File: src/common/diag_adc_pkg.sv
// constants for the diagnostic converter sequencer
// assumes a single 200 MHz clock domain shared with the serial register logic
package diag_adc_pkg;
    // setup register layout
    localparam int          SETUP_W         = 16;
    localparam int          CHOICE_LSB      = 0;
    localparam int          CHOICE_W        = 5;
    localparam int          KEY_W           = 3;
    localparam int          KEY_HI_LSB      = 8;      // start key upper field, bits 10:8
    localparam int          KEY_LO_LSB      = 5;      // start key lower field, bits 7:5
    localparam logic [2:0]  KEY_HI_VALUE    = 3'h4;   // bits 10:8 = 100
    localparam logic [2:0]  KEY_LO_VALUE    = 3'h0;   // bits 7:5 = 000
    localparam logic [15:0] SETUP_RESET     = 16'h0000;
    // status word layout
    localparam int          STATUS_W        = 18;
    localparam int          BUSY_BIT        = 17;
    localparam int          CH_LSB          = 12;
    localparam int          RESULT_W        = 12;
    // channel codes of note
    localparam logic [4:0]  CH_MAIN_TEMP    = 5'h00;
    localparam logic [4:0]  CH_INT_BANDGAP  = 5'h04;
    localparam logic [4:0]  CH_REG_DIE      = 5'h1E;
    localparam logic [4:0]  CH_REF_OUTPUT   = 5'h1F;
    // regulator die sub-selection
    localparam logic [1:0]  SUB_GROUND      = 2'h0;
    localparam logic [1:0]  SUB_INT_SUPPLY  = 2'h1;
    localparam logic [1:0]  SUB_UPPER_SUPPLY = 2'h2;
    // node select bus: 0..31 main codes, 32..34 regulator die nodes
    localparam int          NODE_W          = 6;
    localparam logic [5:0]  NODE_NONE       = 6'h3F;
    localparam logic [5:0]  NODE_REG_BASE   = 6'h20;
    // conversion time (model of analog latency)
    localparam int          CONV_TIME_NS    = 2000;
    localparam int          CLK_PERIOD_NS   = 5;
    localparam int          CONV_CYCLES     = (CONV_TIME_NS + CLK_PERIOD_NS - 1) / CLK_PERIOD_NS;
    localparam int          CNT_W           = 10;
endpackage

File: src/common/conv_if.sv
// carrier between the sequencer and its node decoder
// assumes both ends sit on the same clock
`timescale 1ns/1ps
`default_nettype none
interface conv_if;
    logic [4:0] choice;
    logic [1:0] sub_choice;
    logic [5:0] node;
    logic       node_valid;
    modport seq (output choice, output sub_choice, input node, input node_valid);
    modport dec (input choice, input sub_choice, output node, output node_valid);
endinterface
`default_nettype wire

File: src/core/diag_adc_sequencer.sv
// sequencer for the on-chip diagnostic converter
// assumes the serial front end gives one-cycle write and frame-start strobes on clk_i
// How it works
// - the low five bits of an accepted setup write steer the input multiplexer.
// - each input code other than 11110 maps to a fixed node, reserved codes select nothing.
// - code 11110 takes its node from a 2-bit regulator die sub-selection, 11 reserved.
// - a setup write with 100 in bits 10:8 and 000 in bits 7:5 starts exactly one conversion.
// - a finished conversion loads its result into the status register.
// - status keeps the last completed result and its code until the next completes.
// - the frame carrying a new command still shows the earlier result.
// - a frame after completion shows the new result and code.
// - a frame during a conversion shows the old result with busy set.
// - commands received while busy are dropped, never queued.
// - in automatic status mode every frame shifts out the status word.
// - status has busy at 17, code at 16:12 and result at 11:0.
`timescale 1ns/1ps
`default_nettype none
module diag_adc_sequencer (
    // clock and reset
    input  wire logic                               clk_i,
    input  wire logic                               rst_n_i,
    // register writes from the serial front end
    input  wire logic                               setup_wr_i,
    input  wire logic [diag_adc_pkg::SETUP_W-1:0]   setup_data_i,
    input  wire logic [1:0]                         regulator_die_probe_choice_i,
    // serial frame status readback
    input  wire logic                               frame_start_i,
    input  wire logic                               auto_status_en_i,
    output logic      [diag_adc_pkg::STATUS_W-1:0]  frame_status_o,
    output logic                                    frame_status_valid_o,
    // analog converter side
    output logic      [diag_adc_pkg::NODE_W-1:0]    mux_node_o,
    output logic                                    mux_node_valid_o,
    output logic                                    conv_start_o,
    input  wire logic                               conv_done_i,
    input  wire logic [diag_adc_pkg::RESULT_W-1:0]  conv_result_i,
    // status view
    output logic      [diag_adc_pkg::SETUP_W-1:0]   setup_o,
    output logic                                    busy_o
);
    import diag_adc_pkg::*;

    // carrier to the node decoder
    conv_if ci();

    // setup group
    logic [SETUP_W-1:0]  setup_reg;
    logic [SETUP_W-1:0]  setup_next;

    // conversion group
    logic                busy_reg;
    logic                busy_next;
    logic [CHOICE_W-1:0] run_ch_reg;
    logic [CHOICE_W-1:0] run_ch_next;
    logic [CHOICE_W-1:0] result_channel_code_reg;
    logic [CHOICE_W-1:0] result_channel_code_next;
    logic [RESULT_W-1:0] result_reg;
    logic [RESULT_W-1:0] result_next;
    logic                start_reg;
    logic                start_next;
    logic [NODE_W-1:0]   node_reg;
    logic [NODE_W-1:0]   node_next;
    logic                node_valid_reg;
    logic                node_valid_next;
    logic [CNT_W-1:0]    cnt_reg;
    logic [CNT_W-1:0]    cnt_next;

    // status group
    logic [STATUS_W-1:0] frame_status_reg;
    logic [STATUS_W-1:0] frame_status_next;
    logic                frame_valid_reg;
    logic                frame_valid_next;
    logic [STATUS_W-1:0] status_word;

    // command decode
    logic                key_ok;
    logic                accept;
    logic                done;

    // the decoder sees the code of the incoming command, not the stored one,
    // so the node is ready in the same cycle that the start is accepted
    assign ci.choice     = setup_data_i[CHOICE_LSB +: CHOICE_W];
    // sub-choice taken at the write, so the host must have set it before
    assign ci.sub_choice = regulator_die_probe_choice_i;

    node_decode u_decode (
        .ci (ci)
    );

    assign key_ok = (setup_data_i[KEY_HI_LSB +: KEY_W] == KEY_HI_VALUE)
                 && (setup_data_i[KEY_LO_LSB +: KEY_W] == KEY_LO_VALUE);
    assign accept = setup_wr_i && key_ok && !busy_reg;
    // done from the analog side, or the timeout so a silent converter cannot
    // lock out commands for good; the result is then whatever the converter shows
    assign done   = busy_reg && (conv_done_i || (cnt_reg == CNT_W'(1)));

    always_comb begin
        setup_next = setup_reg;
        // a bad key still stores the word, it just starts nothing
        if (setup_wr_i && !busy_reg) begin
            setup_next = setup_data_i;
        end
    end

    // setup register
    always_ff @(posedge clk_i) begin
        if (!rst_n_i) begin
            setup_reg <= SETUP_RESET;
        end else begin
            setup_reg <= setup_next;
        end
    end

    // next state of the conversion
    // commands are dropped, not queued, so the host has to watch busy
    always_comb begin
        // hold by default, the start strobe is a one-cycle pulse
        busy_next                = busy_reg;
        run_ch_next              = run_ch_reg;
        result_channel_code_next = result_channel_code_reg;
        result_next              = result_reg;
        start_next               = 1'b0;
        node_next                = node_reg;
        node_valid_next          = node_valid_reg;
        cnt_next                 = cnt_reg;
        if (accept) begin
            node_next       = ci.node;
            node_valid_next = ci.node_valid;
            run_ch_next     = ci.choice;
            busy_next       = 1'b1;
            start_next      = 1'b1;
            cnt_next        = CNT_W'(CONV_CYCLES);
        end else if (done) begin
            result_next              = conv_result_i;
            result_channel_code_next = run_ch_reg;
            busy_next                = 1'b0;
            cnt_next                 = '0;
        end else if (busy_reg) begin
            // timeout count, only while a conversion runs
            cnt_next = cnt_reg - CNT_W'(1);
        end
    end

    // conversion registers
    always_ff @(posedge clk_i) begin
        if (!rst_n_i) begin
            // reset leaves no node selected and nothing running
            busy_reg                <= 1'b0;
            run_ch_reg              <= CH_MAIN_TEMP;
            result_channel_code_reg <= CH_MAIN_TEMP;
            result_reg              <= '0;
            start_reg               <= 1'b0;
            node_reg                <= NODE_NONE;
            node_valid_reg          <= 1'b0;
            cnt_reg                 <= '0;
        end else begin
            busy_reg                <= busy_next;
            run_ch_reg              <= run_ch_next;
            result_channel_code_reg <= result_channel_code_next;
            result_reg              <= result_next;
            start_reg               <= start_next;
            node_reg                <= node_next;
            node_valid_reg          <= node_valid_next;
            cnt_reg                 <= cnt_next;
        end
    end

    always_comb begin
        status_word                        = '0;
        status_word[BUSY_BIT]              = busy_reg;
        status_word[CH_LSB +: CHOICE_W]    = result_channel_code_reg;
        status_word[0 +: RESULT_W]         = result_reg;
    end

    always_comb begin
        frame_status_next = frame_status_reg;
        frame_valid_next  = 1'b0;
        if (frame_start_i && auto_status_en_i) begin
            // snapshot of the current status
            // a frame in the cycle of done still sees busy and the old result
            frame_status_next = status_word;
            frame_valid_next  = 1'b1;
        end
    end

    // status registers, held between frames so the front end
    // may shift the snapshot out at its own pace
    always_ff @(posedge clk_i) begin
        if (!rst_n_i) begin
            frame_status_reg <= '0;
            frame_valid_reg  <= 1'b0;
        end else begin
            frame_status_reg <= frame_status_next;
            frame_valid_reg  <= frame_valid_next;
        end
    end

    // outputs straight from flops, no decode between flop and pin
    assign frame_status_o       = frame_status_reg;
    assign frame_status_valid_o = frame_valid_reg;
    assign mux_node_o           = node_reg;
    assign mux_node_valid_o     = node_valid_reg;
    assign conv_start_o         = start_reg;
    assign setup_o              = setup_reg;
    assign busy_o               = busy_reg;
endmodule
`default_nettype wire

File: src/core/node_decode.sv
// maps a channel code and regulator sub-choice to a multiplexer node
// assumes combinational use within the sequencer's clock cycle
`timescale 1ns/1ps
`default_nettype none
module node_decode (
    conv_if.dec ci
);
    import diag_adc_pkg::*;

    // reserved codes give no node
    always_comb begin
        ci.node       = NODE_NONE;
        ci.node_valid = 1'b0;
        case (ci.choice)
            5'h02, 5'h05, 5'h06, 5'h07, 5'h08, 5'h09, 5'h0A, 5'h0B, 5'h0C, 5'h0F,
            5'h10, 5'h11, 5'h12, 5'h13, 5'h17: begin
                ci.node_valid = 1'b0;
            end
            CH_REG_DIE: begin
                if (ci.sub_choice != 2'h3) begin
                    ci.node       = NODE_REG_BASE + {4'h0, ci.sub_choice};
                    ci.node_valid = 1'b1;
                end
            end
            default: begin
                ci.node       = {1'b0, ci.choice};
                ci.node_valid = 1'b1;
            end
        endcase
    end
endmodule
`default_nettype wire

File: config.mk
export PLATFORM = sky130hd
export DESIGN_NAME = diag_adc_sequencer
export DESIGN_NICKNAME = d
export VERILOG_FILES = /design/src/common/diag_adc_pkg.sv /design/src/common/conv_if.sv /design/src/core/diag_adc_sequencer.sv /design/src/core/node_decode.sv
export SDC_FILE = /design/constraint.sdc
export NUM_CORES = 1
export LEC_CHECK = 0
export ABC_AREA = 0
export BUFFER_PORTS_ARGS = -buffer_cell sky130_fd_sc_hd__buf_2
export CAP_MARGIN = 20
export CORE_MARGIN = 4
export CORE_UTILIZATION = 45
export CTS_CLUSTER_SIZE = 40
export DETAILED_ROUTE_END_ITERATION = 8
export PLACE_DENSITY = 0.69
export RECOVER_POWER = 50
export SKIP_CTS_REPAIR_TIMING = 1
export SLEW_MARGIN = 20
export SYNTH_ARGS = -nofsm -noshare
export SYNTH_HDL_FRONTEND = slang
export SYNTH_SLANG_ARGS = --single-unit
File: constraint.sdc
create_clock -name clk_i -period 2.3 [get_ports clk_i]
set_input_delay 0.23 -clock clk_i [delete_from_list [all_inputs] [get_ports clk_i]]
set_output_delay 0.23 -clock clk_i [all_outputs]
set_load 0.01 [all_outputs]
==> results of run 1 <==
## power by group through the flow
stage	clock (mW)	combinational [mW]	sequential, mW
after floorplan	0	0.0910	1.38
after global placement	0	0.174	1.37
after detailed placement	0	0.174	1.37
after CTS	1.14	0.176	1.34
after global routing	1.20	0.188	1.35
final	1.11	0.168	1.34
## Yosys cell counts, types with 2 or more instances
library cell / count
a31oi_1: 4
nand2_1: 104
and2_1: 2
dfxtp_1: 76
ha_1: 2
xor2_1: 2
nand4_1: 3
nand3b_1: 2
nor2b_1: 2
clkbuf_1: 17
inv_1: 9
nand2b_1: 5
o21ai_0: 8
a211oi_1: 2
a2bb2oi_1: 3
buf_2: 4
nor3b_1: 3
nor2_1: 14
o22a_1: 2
nand3_1: 5
a21oi_1: 39
mux2i_1: 23
nor3_1: 6
nor4_1: 4
## cells in the final DEF, fill, tap and decap left out, drive strengths merged, types with 2 or more instances in the layout
cell       n
o22a       2
nand4      3
nand3      5
and2       2
nor3       7
a211oi     2
nor3b      3
clkinv     4
mux2i     23
a21oi     39
ha         2
nor4       5
a2bb2oi    3
o21ai      8
nand2b     5
dfxtp     76
nand3b     2
clkbuf    55
nor2b      3
nand2    104
a31oi      5
xor2       2
nor2      14
buf       40
inv       10
bufinv     2
## path summary, 6_finish.rpt
check                                 startpoint                  to  slack, ps  cells past startpoint
worst min register to register    result_reg[11]  frame_status_o[11]        440                      2
worst max register to register        cnt_reg[0]       result_reg[2]        490                      6
worst max-delay path                  cnt_reg[0]       result_reg[2]        490                      6
worst min-delay path            setup_data_i[11]         setup_o[11]        110                      3
## through the flow
stage                     total power, mW  instance area (um2)  utilization, %
after floorplan                      1.47                 3090               -
after global placement               1.55                 3510            54.1
after detailed placement             1.55                 3510            54.1
after CTS                            2.66                 3730            57.5
after global routing                 2.74                 3670            56.5
final                                2.62                 3670            56.5
## kinds of logic after synthesis
kind of cell,synth area share (%)
xor gates and xnor gates,0.567
muxes,7.46
and+or+nand+nor,22.7
buffers and inverters,5.10
adders and majority gates,0.810
AOI/OAI and AO/OA,14.1
DFF,49.3
## layout make-up
type                    instances  area share (%)
clock inverters                 7            2.69
repair buffers                 86            10.5
inverters                      10            1.02
clock buffers                   9            3.37
multi-input cells             252            38.4
well taps                      77            2.62
flip-flops and latches         76            41.4
## metal layers
| layer | up-vias | part of all wire [%] | global-route usage, % |
|---|---|---|---|
| li1 | 1377 | - | - |
| met1 | 1213 | 47 | 22.8 |
| met2 | 74 | 45 | 26.6 |
| met3 | 6 | 6.9 | 5.92 |
| met4 | 0 | 1.0 | 6.66 |
| met5 | - | 0 | 0 |
## critical path: cells and delay by family (launching register included)
family	cells	cell delay, ps
flip-flops	1	420
AO/OA/AOI/OAI	1	180
adder cells (fa/ha/maj)	1	170
multiplexers	1	230
AND/OR/NAND/NOR	2	440
buffers and inverters	1	300
==> results_dict.tcl, run 1 <==
set metrics [dict create \
    synth_top_area_share_pct 49.3 \
    core-area_mm2 0.00649 \
    ant_nets 0 \
    antenna_found_initial 0 \
    numCtsBuffers 9 \
    grt_use_total_pct 17.4 \
    relSlewSlack_pct 55.5 \
    drive_above_1_share_pct 14.3 \
    post-dp-hpwl_um 4970 \
    cts.sinks 76 \
    nFillCells 631 \
    rsz0062_at_grt "no" \
    switchingPower_mw 0.617 \
    hold_viol_final 0 \
    start_util_pct 47.5 \
    syn_avg_cell_area_um2 8.53 \
    grt_pass1_vias 2515 \
    hold_path_class "input port to flip-flop" \
    ys_ff_latch 76 \
    regArea_mm2 0.00152 \
    period_needed_ps 1810 \
    placementRows 29 \
    dieArea_mm2 0.00825 \
    outcome "completed" \
    die_y_um 90.8 \
    synthArstFlopShare_pct 0 \
    critical_path_required_ps 2570 \
    numPortBuffers 79 \
    crit_chain "ha_1 -> nor2b_1 -> a31oi_2 -> nor2b_2 -> buf_4 -> mux2i_1" \
    clk_latency_ps 340 \
    largest_register_ffs 18 \
    crit_path_end_kind "flip-flop" \
    multiInputGateArea_mm2 0.00141 \
    start_kind "flip-flop" \
    ys_seq_area_share_pct 49.3 \
    fmax_mhz 551 \
    setup-tns-final_ps 0 \
    yosys.cell_types.count 45 \
    clockBufferDepth 2 \
    tritoncts "built" \
    setup_viol 0 \
    synthFlopType "dfxtp_1" \
    wl_per_cell_um 13.6 \
    cap_violations 0 \
    htree_levels 3 \
    diodes 0 \
    synth_nets 400 \
    drt-total-wl_um 7010 \
    place.gp.congestion 0.864 \
    worstMarginPinSlew_ps 667 \
    fp.dieW_um 90.8 \
    p_int_mw 2.01 \
    fin_nets 473 \
    synthCells 362 \
    swShare_pct 23.5 \
    cp_slowest_cell "dfxtp_1" \
    cts_root_buf "clkbuf_8" \
    grt_pass1_wl_um 11800 \
    ir_worst_vdd_mv 0.430 \
    synthTopCellsByArea "dfxtp_1, nand2_1, mux2i_1" \
    layout_setup_ws_ps 485 \
    area_delta_synth_final_pct 18.9 \
    drc 0 \
    syn-cell-area_mm2 0.00309 \
    p_leak_nw 1.38 \
    crit_fanout 19 \
    cellPowerDensity_mw_per_mm2 714 \
    worstSetupPathType "flip-flop to flip-flop" \
    cp.arrival_ps 2090 \
    grt_remaining_overflow 0 \
    hold_slack_ps 114 \
    dp_cells 501 \
    io_pins 80 \
    drt_iter0_drc 105 \
    ys_warn_count 0 \
    seqPwrFrac_pct 51.2 \
    final_cells 517 \
    grt_max_degree 40 \
    final_min_period_over_clock_period_pct 78.9 \
    clk_pin_slew_ps 80 \
    yosysTopAreaCell "dfxtp_1" \
    viasPerCell 5.16 \
    first_pass_iters 4 \
    final_max_slew_viol_count 0 \
    clock_skew_ps 12.2 \
    comb_power_share_pct 6.4 \
    synth_edf_count 0 \
    crit_path_max_incr_delay_ps 420 \
    dpl_worst_slack_ps 498 \
    pwr-share-clk_pct 42.4 \
    dr_total_vias 2670 \
]
(Power assumes the default switching activity.)
==> run 2: changes to the inputs <==
Clock period 2.3 ns to 1.85 ns, I/O delays scaled along.
==> run 2 against run 1 <==
  * Maximum frequency up 5.0%
  * Cell area up 1.6%
  * Cell count up 0.39%
  * Utilization up 0.92 points
  * Combinational power up 27%
  * First-iteration DRC count up 18%
  * Worst setup slack worse by 360 ps
  * Clock-buffer cell count unchanged
==> results_dict.tcl, run 2 (same netlist as run 1, synthesis figures left out) <==
set metrics [dict create \
    setup-tns-final_ps 0 \
    cp-startpoint "cnt_reg[0]" \
    worstSetupPathType "flip-flop to flip-flop" \
    cellPowerDensity_mw_per_mm2 904 \
    io_pins 80 \
    hold_path_class "input port to flip-flop" \
    worst_hold_startpoint "setup_data_i[12]" \
    final_min_period_over_clock_period_pct 93.4 \
    fmax_mhz 579 \
    dr_total_vias 2645 \
    clk_latency_ps 330 \
    numCtsBuffers 9 \
    period_needed_ps 1730 \
    crit_path_end_kind "flip-flop" \
    drc 0 \
    drt-total-wl_um 7090 \
    grt_pass1_wl_um 11900 \
    final_cell_mix "nand2_1, dfxtp_1, clkbuf_1" \
    worstMarginPinSlew_ps 826 \
    setup_viol 0 \
    crit_path_max_incr_delay_ps 450 \
    fp.dieW_um 90.8 \
    critical_path_required_ps 2120 \
    largest_register_ffs 18 \
    power.total_mw 3.38 \
    cap_violations 0 \
    relSlewSlack_pct 45.0 \
    crit_fanout 6 \
    grt_use_total_pct 17.6 \
    dieArea_mm2 0.00825 \
    outcome "completed" \
    dpl_worst_slack_ps 76.6 \
    p_leak_nw 1.42 \
    final_area_mm2 0.00373 \
    drt_iter0_drc 124 \
    cts.sinks 76 \
    timing.rr.end "cnt_reg[6]" \
    cp_slowest_cell "or3b_2" \
    layout_setup_ws_ps 122 \
    die_y_um 90.8 \
    fin_nets 476 \
    final_common_cell "nand2_1" \
    wl_per_cell_um 13.7 \
    placementRows 29 \
    place.gp.congestion 0.883 \
    area_delta_synth_final_pct 20.9 \
    core-area_mm2 0.00649 \
    tritoncts "built" \
    cts_root_buf "clkbuf_8" \
    grt_remaining_overflow 0 \
    r2r_start "cnt_reg[0]" \
    start_kind "flip-flop" \
    path_buf_inv 1 \
    start_util_pct 47.5 \
    drive_above_1_share_pct 15.8 \
    holdPathEnd "setup_o[12]" \
    clock_skew_ps 6.63 \
    clk_pin_slew_ps 80 \
    hold_viol_final 0 \
    htree_levels 3 \
    whs_path_depth 3 \
    clockBufferDepth 2 \
    nFillCells 608 \
    grt_pass1_vias 2483 \
    path_depth 6 \
    viasPerCell 5.10 \
    post-dp-hpwl_um 5020 \
    ir_worst_vdd_mv 0.477 \
    rrSetupSlack_ps 120 \
    ant_nets 0 \
    antenna_found_initial 0 \
    worstRegToRegCells 6 \
    placed_area_mm2 0.00356 \
    numPortBuffers 79 \
    cp.arrival_ps 1990 \
    crit_chain "inv_1 -> ha_1 -> or4b_1 -> nor2_1 -> or3b_2 -> a31oi_1" \
    final_max_slew_viol_count 0 \
    diodes 0 \
    first_pass_iters 4 \
    path_delay_family "simple AND/OR/NAND/NOR gates" \
    grt_max_degree 36 \
]
## run 2: cell type report
type,instances,area [um2],area share [%]
well taps,77,96.3,2.58
flip-flops and latches,76,1520,40.8
multi-input cells,252,1420,37.9
clock buffers,9,124,3.32
inverters,10,37.5,1.01
clock inverters,6,113,3.02
repair buffers,89,424,11.4
## run 2: report_power, final
part | leakage (nW) | switching [mW] | total (mW) | internal, mW
sequential | 0.616 | 0.0123 | 1.67 | 1.66
clock | 0.120 | 0.599 | 1.49 | 0.893
combinational | 0.682 | 0.137 | 0.213 | 0.0760
## run 2: stage by stage
step | hold slack (ps) | util, % | cells
global placement | 426 | 54.8 | 504
CTS | 68.7 | 58.4 | 519
detailed placement | 434 | 54.8 | 504
finish | 83.2 | 57.5 | 519
global route | 73.6 | 57.5 | 519
floorplan | 321 | - | 362
## run 2: per-layer routing
layer / GRT usage [%] / wire (um)
met5: 0 / 0
met4: 6.53 / 110
met3: 4.92 / 453
met2: 26.6 / 3080
met1: 23.8 / 3450
## run 2: worst max-delay path by stage
stage | endpoint | slack (ps)
after global routing | cnt_reg[6] | -8
after detailed placement | result_reg[0] | 80
after floorplan | result_channel_code_reg[0] | 240
after global placement | cnt_reg[8] | 180
final | cnt_reg[6] | 120
after CTS | result_reg[10] | 70
## run 2: worst reg2reg max path, cell delays in order (launching register included)
cell and delay, ps:
dfxtp_1 440, inv_1 100, ha_1 260, or4b_1 220, nor2_1 60, or3b_2 450, a31oi_1 130
